### src/rsq_map.vh
/*
 * Constants of the reset sequencer: addresses, bit positions, reset values and timing counts.
 * Assumes it is included by bare name into the sequencer module.
 */
`ifndef RSQ_MAP_VH
`define RSQ_MAP_VH

// ----------------------------------------
// Register addresses and fields
// ----------------------------------------
`define RSQ_PM0_ADDR 16'h0004
`define RSQ_PM0_SWRST_BIT 3
`define RSQ_USB_CTRL_ADDR 16'h000c
`define RSQ_USB_ATT_ADDR 16'h001f
`define RSQ_USB_LO_ADDR 16'h0300
`define RSQ_USB_HI_ADDR 16'h033c
`define RSQ_FS_LO_ADDR 16'h03db
`define RSQ_FS_HI_ADDR 16'h03df

// ----------------------------------------
// Timing and reset values
// ----------------------------------------
`define RSQ_PIN_LOW_MIN_CYC 20
`define RSQ_SW_PULSE_CYC 20
`define RSQ_DIV_RESET 3'h3

`endif

### src/rsq_reset_sequencer.v
/*
 * Reset sequencer: combines the external reset pin and the software reset request into
 * a core reset, port float control, storage preserve qualifiers and the post-reset clock divider.
 * Assumes the CPU writes byte registers over a simple strobe port on core_clk_in and that the
 * reset pin comes asynchronously from an external circuit.
 */
`timescale 1ns/1ps
`include "rsq_map.vh"

module rsq_reset_sequencer #(
	parameter LOW_MIN = `RSQ_PIN_LOW_MIN_CYC,
	parameter SW_PULSE = `RSQ_SW_PULSE_CYC
) (
	input wire core_clk_in,
	input wire rst_n_in,
	input wire reset_pin_n_in,
	input wire wr_en_in,
	input wire [15:0] wr_addr_in,
	input wire [7:0] wr_data_in,
	input wire [2:0] div_sel_in,
	input wire div_load_in,
	output reg core_rst_n_out,
	output reg sw_rst_active_out,
	output reg hw_rst_active_out,
	output reg ports_float_out,
	output reg ram_clear_ok_out,
	output reg usb_fs_init_out,
	output reg vector_fetch_out,
	output reg [2:0] cpu_div_sel_out,
	output reg cpu_clk_en_out,
	output reg sw_req_out
);

	// ----------------------------------------
	// Local constants
	// ----------------------------------------
	// Both counts are held in eight bits, so LOW_MIN and SW_PULSE must stay below 256.
	localparam [7:0] LOW_LAST = LOW_MIN[7:0] - 8'h01;
	localparam [7:0] SW_LOAD = SW_PULSE[7:0];

	// ----------------------------------------
	// Internal state
	// ----------------------------------------
	reg pin_s1_q;
	reg pin_s2_q;
	reg [7:0] low_cnt_q;
	reg [7:0] low_cnt_d;
	reg hw_hold_q;
	reg hw_hold_d;
	reg [7:0] sw_cnt_q;
	reg [7:0] sw_cnt_d;
	reg sw_req_d;
	reg in_rst_q;
	reg [4:0] div_cnt_q;
	reg [4:0] div_cnt_d;
	reg [2:0] div_sel_d;
	reg clk_en_d;
	wire sw_write;
	wire sw_busy;
	wire any_rst;

	// ----------------------------------------
	// Helper functions
	// ----------------------------------------
	// Highest divider count for a division code; unused codes fall back to the reset rate.
	function [4:0] div_mask;
		input [2:0] sel;
		case (sel)
			3'h0: div_mask = 5'h00;
			3'h1: div_mask = 5'h01;
			3'h2: div_mask = 5'h03;
			3'h3: div_mask = 5'h07;
			3'h4: div_mask = 5'h0f;
			default: div_mask = 5'h07;
		endcase
	endfunction

	// True for a byte write to mode register 0 with the software reset bit set.
	function is_swrst_write;
		input en;
		input [15:0] addr;
		input [7:0] data;
		is_swrst_write = en && (addr == `RSQ_PM0_ADDR) && data[`RSQ_PM0_SWRST_BIT];
	endfunction

	// ----------------------------------------
	// Pin synchroniser
	// ----------------------------------------
	// The pin idles high, so both flops reset high and no false low follows a reset.
	always @(posedge core_clk_in) begin
		if (!rst_n_in) begin
			pin_s1_q <= 1'b1;
			pin_s2_q <= 1'b1;
		end else begin
			pin_s1_q <= reset_pin_n_in;
			pin_s2_q <= pin_s1_q;
		end
	end

	// ----------------------------------------
	// Low-time filter
	// ----------------------------------------
	// Short glitches are ignored: only a low held LOW_MIN cycles resets the core.
	always @* begin
		low_cnt_d = low_cnt_q;
		hw_hold_d = hw_hold_q;
		if (pin_s2_q) begin
			low_cnt_d = 8'h00;
			hw_hold_d = 1'b0;
		end else if (low_cnt_q < LOW_LAST) begin
			low_cnt_d = low_cnt_q + 8'h01;
		end else begin
			hw_hold_d = 1'b1;
		end
	end

	// A power-on reset is treated as a hardware reset, so storage may be cleared after it.
	always @(posedge core_clk_in) begin
		if (!rst_n_in) begin
			low_cnt_q <= 8'h00;
			hw_hold_q <= 1'b1;
		end else begin
			low_cnt_q <= low_cnt_d;
			hw_hold_q <= hw_hold_d;
		end
	end

	// ----------------------------------------
	// Software reset request
	// ----------------------------------------
	assign sw_write = is_swrst_write(wr_en_in, wr_addr_in, wr_data_in);
	assign sw_busy = (sw_cnt_q != 8'h00);
	assign any_rst = hw_hold_q || sw_busy;

	// A hardware reset overrides and cancels any pending software reset.
	// Writes that arrive while any reset is applied are dropped.
	always @* begin
		sw_cnt_d = sw_cnt_q;
		sw_req_d = sw_req_out;
		if (hw_hold_q) begin
			sw_cnt_d = 8'h00;
			sw_req_d = 1'b0;
		end else if (sw_write && !any_rst) begin
			sw_cnt_d = SW_LOAD;
			sw_req_d = 1'b1;
		end else if (sw_busy) begin
			sw_cnt_d = sw_cnt_q - 8'h01;
			if (sw_cnt_q == 8'h01) begin
				sw_req_d = 1'b0;
			end
		end
	end

	always @(posedge core_clk_in) begin
		if (!rst_n_in) begin
			sw_cnt_q <= 8'h00;
			sw_req_out <= 1'b0;
		end else begin
			sw_cnt_q <= sw_cnt_d;
			sw_req_out <= sw_req_d;
		end
	end

	// ----------------------------------------
	// Reset outputs and storage qualifiers
	// ----------------------------------------
	// The software flag is masked by a hardware hold, so the two kinds never show at once.
	always @(posedge core_clk_in) begin
		if (!rst_n_in) begin
			in_rst_q <= 1'b1;
			core_rst_n_out <= 1'b0;
			sw_rst_active_out <= 1'b0;
			hw_rst_active_out <= 1'b1;
			ports_float_out <= 1'b1;
			ram_clear_ok_out <= 1'b1;
			usb_fs_init_out <= 1'b1;
			vector_fetch_out <= 1'b0;
		end else begin
			in_rst_q <= any_rst;
			core_rst_n_out <= !any_rst;
			hw_rst_active_out <= hw_hold_q;
			sw_rst_active_out <= sw_busy && !hw_hold_q;
			// Ports float while the pin is low, as seen after synchronising, and also while hw_hold_q is set.
			ports_float_out <= !pin_s2_q || hw_hold_q;
			ram_clear_ok_out <= hw_hold_q;
			usb_fs_init_out <= hw_hold_q;
			vector_fetch_out <= in_rst_q && !any_rst;
		end
	end

	// ----------------------------------------
	// CPU clock divider
	// ----------------------------------------
	// Loads are ignored during reset, so the first enables after any reset come at /8.
	always @* begin
		div_sel_d = cpu_div_sel_out;
		div_cnt_d = div_cnt_q;
		clk_en_d = 1'b0;
		if (any_rst) begin
			div_sel_d = `RSQ_DIV_RESET;
			div_cnt_d = 5'h00;
		end else begin
			if (div_load_in) begin
				div_sel_d = div_sel_in;
			end
			if (div_cnt_q >= div_mask(cpu_div_sel_out)) begin
				div_cnt_d = 5'h00;
				clk_en_d = 1'b1;
			end else begin
				div_cnt_d = div_cnt_q + 5'h01;
			end
		end
	end

	always @(posedge core_clk_in) begin
		if (!rst_n_in) begin
			cpu_div_sel_out <= `RSQ_DIV_RESET;
			div_cnt_q <= 5'h00;
			cpu_clk_en_out <= 1'b0;
		end else begin
			cpu_div_sel_out <= div_sel_d;
			div_cnt_q <= div_cnt_d;
			cpu_clk_en_out <= clk_en_d;
		end
	end

endmodule

### config.mk
export PLATFORM = sky130hd
export DESIGN_NAME = rsq_reset_sequencer
export DESIGN_NICKNAME = d
export VERILOG_FILES = /design/src/rsq_reset_sequencer.v
export VERILOG_INCLUDE_DIRS = /design/src /design/src/src
export SDC_FILE = /design/constraint.sdc
export NUM_CORES = 1
export LEC_CHECK = 0
export BUFFER_PORTS_ARGS = -buffer_cell sky130_fd_sc_hd__buf_2
export CAP_MARGIN = 0
export CORE_MARGIN = 2
export CORE_UTILIZATION = 25
export CTS_CLUSTER_DIAMETER = 60
export DETAILED_ROUTE_END_ITERATION = 7
export GPL_ROUTABILITY_DRIVEN = 0
export SKIP_LAST_GASP = 1
export SLEW_MARGIN = 5
export SYNTH_ARGS = -nofsm -noshare
export SYNTH_HDL_FRONTEND = slang
export SYNTH_SLANG_ARGS = --single-unit
### constraint.sdc
create_clock -name core_clk_in -period 1.8 [get_ports core_clk_in]
set_clock_uncertainty 0.05 [all_clocks]
set_input_delay 0.09 -clock core_clk_in [delete_from_list [all_inputs] [get_ports core_clk_in]]
set_output_delay 0.09 -clock core_clk_in [all_outputs]
set_load 0.02 [all_outputs]
==> impl_summary.txt <==
----------------------------------------------------
[Run status]
  Outcome ... finished, final reports clean

[Placement]
  Post-placement cell area ... 0.00176 mm²
  DPL Wire Length ... 2130 µm
  Buffers added on ports ... 36

[Power]
  Internal Dissipation ... ~1700 µW
  Static Leakage ... 0.000881 µW
  Proportion of power drawn by the clock network ... 23.8%
  Sequential share of power ... 38.6%
  Sw Pwr ... 786 µW
  Part of the total power dissipated in combinational logic ... 37.5%
  PD cells ... 1300 mW/mm²
  Sw frac ... 31.2%
  Worst IR drop on VDD ... 0.453 mV

[Floorplanning]
  Floorplan core area ... 0.00551 mm²
  Number of placement rows ... 27
  Starting Density ... 25.8%
  Number of placed I/O pins ... 44
  Overall die width ... 79.4 µm
  Die height ... 79.4 µm
  Die outline area ... 0.00630 mm²

[Logic synthesis]
  Yosys warnings ... 0
  Count of flip-flops with a built-in enable after synthesis ... 0
  Adder and majority cell fraction of the synthesized area ... 7.04%
  Ys flop type ... sky130_fd_sc_hd__dfxtp_1
  Largest family of logic cells by synthesized area ... simple AND/OR/NAND/NOR gates
  Share of the synthesized netlist area taken by xor and xnor gates ... 5.55%
  Syn_area_per_cell ... 9.87 µm²
  Most area-hungry cell type in the Yosys netlist ... sky130_fd_sc_hd__dfxtp_1
  Largest cells by area after synthesis ... sky130_fd_sc_hd__dfxtp_1 (49%), sky130_fd_sc_hd__ha_1 (7.0%), sky130_fd_sc_hd__nor2_1 (4.5%)
  Nets in the synthesized netlist ... 184
  Fraction of synthesis flops using an asynchronous set or reset pin ... 0%
  Area fraction in compound gates after synthesis ... 10.3%
  Share of the synthesized area in the top cell type ... 49.3%
  Post-synth design cell area ... 0.00142 mm²
  Gate Count Post-Synth ... 144
  Count of state elements after synthesis ... 35
  Multiplexer area fraction after synthesis ... 2.82%
  Area fraction in and, or, nand and nor cells after synthesis ... between 20 and 25%
  Library cells used by synthesis ... 38
  Fraction of the yosys area taken by sequential cells ... 49.3%

[Clock tree]
  Later-pin clock latency in the skew report ... 0.27 ns
  Maximum level of the CTS H-tree ... 2
  Clock tree from TritonCTS ... yes
  Buffers from clock root to sink, at most ... 2
  Clock transition at the registers of the reported paths ... ~0.07 ns
  Clk root buf ... sky130_fd_sc_hd__clkbuf_8
  Clock buffers created by TritonCTS ... 5
  Clock net sink count ... 35

[Final layout]
  Layout fillers ... 572
  Multi-input gate area in the final layout ... around 690 µm²
  Commonest cells after routing, fill and taps aside ... sky130_fd_sc_hd__buf_2 (36), sky130_fd_sc_hd__dfxtp_1 (34), sky130_fd_sc_hd__nor2_1 (17)
  Most frequent standard cell in the layout excluding fill and tap cells ... sky130_fd_sc_hd__buf_2
  Net count of the finished layout ... 242
  Area Overhead vs Synth ... 36.6%
  Number of antenna repair diodes ... 0
  Share of cells above drive strength 1 ... 33.5%
  Cell area after layout ... 0.00194 mm²
  Total area of sequential cells ... 702 µm²

[STA]
  Max-slew headroom at the worst pin ... 77.1%
  Slew at the pin closest to its max-slew limit ... between 0.3 and 0.4 ns
  Hold_ws ... about 0.013 ns
  Min Clock Period, post-route ... approximately 1.7 ns
  Final setup violation count ... 0
  Final sum of negative setup slack ... 0 ns
  Fmax ... 0.576 GHz
  Final Cycle Share ... 96.4%
  Max-slew violation total from the final report ... 0
  Number of hold violations in the final report ... 0

[Global route]
  Number of antenna violations at the first check in global routing ... 0
  First-pass GRT wire length ... 4770 µm
  Total global routing overflow ... 0
  Total routing usage reported by global routing ... 9.70%
  Largest net degree at the start of global routing ... 11
  Vias in the first global route ... 1114

[Worst setup path]
  Data required, critical path ... 1.96 ns
  Cell chain of the critical path ... or4_4 > buf_4 > nor3_4 > o211ai_1 > buf_4 > nor2_1
  Crit path max-delay cell type ... sky130_fd_sc_hd__or4_4
  Crit path largest cell delay ... between 0.5 and 0.6 ns
  Data arrival time of the critical path ... 1.90 ns
  Largest driver fanout on the critical path ... 5
  Startpoint kind of the worst setup timing path ... flop
  Worst path most repeated cell ... sky130_fd_sc_hd__buf_4
  Type of the worst setup path ... flop to flop
  Critical Path Sink Type ... flop

[Flow run]
  Max-capacitance violation count ... 0

[Routing]
  DRT met1 WL ... between 1000 and 1500 µm
  DRC marker count from the first detailed-route iteration ... approximately 50
  Antenna Violating Nets Remaining ... 0
  Sum of met2 wire segment lengths after detailed routing ... 1240 µm
  Vias after detailed routing ... 1162
  Detail-routed via count per cell ... 4.23
  WL final ... between 2000 and 3000 µm
  Sum of met3 wire segment lengths after detailed routing ... 101 µm
  DRC violations left ... 0
  Routed wire per std cell ... 10.1 µm
  DR pass1 iterations ... 4
  Max layer used ... met4

[Worst hold path]
  Tightest Hold Check Type ... primary input to flop

----------------------------------------------------
==> sequential cells by signal, indices dropped and copies added, names as in the netlist, 3 cells and up <==
register and count:
low_cnt_q 8, div_cnt_q 5, cpu_div_sel_out 3, sw_cnt_q 8
==> Yosys cell counts (2+ instances only) <==
library cell               instances
sky130_fd_sc_hd__dfxtp_1          35
sky130_fd_sc_hd__and2_1            3
sky130_fd_sc_hd__nor2_1           17
sky130_fd_sc_hd__inv_1             8
sky130_fd_sc_hd__xnor2_1           4
sky130_fd_sc_hd__a21oi_1           5
sky130_fd_sc_hd__o21a_1            2
sky130_fd_sc_hd__nor3_1            2
sky130_fd_sc_hd__o31ai_1           2
sky130_fd_sc_hd__o211a_1           2
sky130_fd_sc_hd__nand2b_1          4
sky130_fd_sc_hd__nor4b_1           3
sky130_fd_sc_hd__nand4_1           2
sky130_fd_sc_hd__ha_1              8
sky130_fd_sc_hd__buf_4             2
sky130_fd_sc_hd__nand2_1           8
sky130_fd_sc_hd__nor4_1            4
sky130_fd_sc_hd__o21ai_0           4
sky130_fd_sc_hd__or3_1             2
sky130_fd_sc_hd__xor2_1            5
sky130_fd_sc_hd__nand3_1           2
sky130_fd_sc_hd__mux2i_1           4
==> cell type report <==
class                           instances  share of cell area (%)
Sequential cell                        35                    36.1
Clock buffer                            8                    5.15
Inverter                                8                    1.55
Timing Repair Buffer                   54                    16.9
Tap cell                               72                    4.64
Multi-Input combinational cell         98                    35.6
==> cell families after synthesis <==
kind of cell / after synthesis
fa+ha+maj: 8
buf+inv: 11
flops: 35
xor+xnor: 9
simple gates: 55
mux: 4
compound gates: 22
==> worst max-delay path, delay by kind of cell, from the launching register on <==
kind	cells	cell delay (ns)
and+or+nand+nor	3	0.83
buffers and inverters	2	0.34
DFF	1	0.33
AOI/OAI and AO/OA	1	0.12
==> repair_timing <==
item,4_1_cts,5_1_grt
hold buffers,5,0
buffers inserted,0,2
setup endpoints to repair,0,7
resized for setup,0,3
endpoints found under the hold margin,5,0
==> power groups by stage <==
stage               registers (µW)  clock network [µW]  logic [µW]
global route                   989                 667        1080
detailed placement             990                   0         926
global placement               990                   0         918
CTS                            974                 622         943
floorplan                     1040                   0         642
finish                         975                 601         948
==> per-stage QoR <==
step / total power (µW) / utilization (%) / std cells / setup slack (ns)
final: 2520 / 35.3 / 275 / 0.0648
after global routing: 2740 / 35.3 / 275 / -0.0115
after CTS: 2540 / 34.7 / 273 / 0.0143
after detailed placement: 1920 / 32.0 / 260 / 0.0296
after global placement: 1910 / 32.0 / 260 / 0.0487
after floorplan: 1680 / - / 144 / 0.0464
==> metal layers <==
metal  vias up  GRT usage, %
met2        27          15.3
met5         -             0
met4         0          5.17
met3         4          2.83
li1        616             -
met1       515          11.9
==> final timing paths <==
check | from | end | slack, ns | cells past startpoint
max | sw_cnt_q[6]$_SDFFE_PP0P_ | div_cnt_q[4]$_SDFF_PP0_ | 0.06 | 6
max reg2reg | sw_cnt_q[6]$_SDFFE_PP0P_ | div_cnt_q[4]$_SDFF_PP0_ | 0.06 | 6
min | div_sel_in[2] | cpu_div_sel_out[2]$_SDFFE_PP0P_ | 0.01 | 3
min reg2reg | pin_s1_q$_SDFF_PN1_ | pin_s2_q$_SDFF_PN1_ | 0.36 | 1
Note: power is estimated with default switching activity, not from simulation.
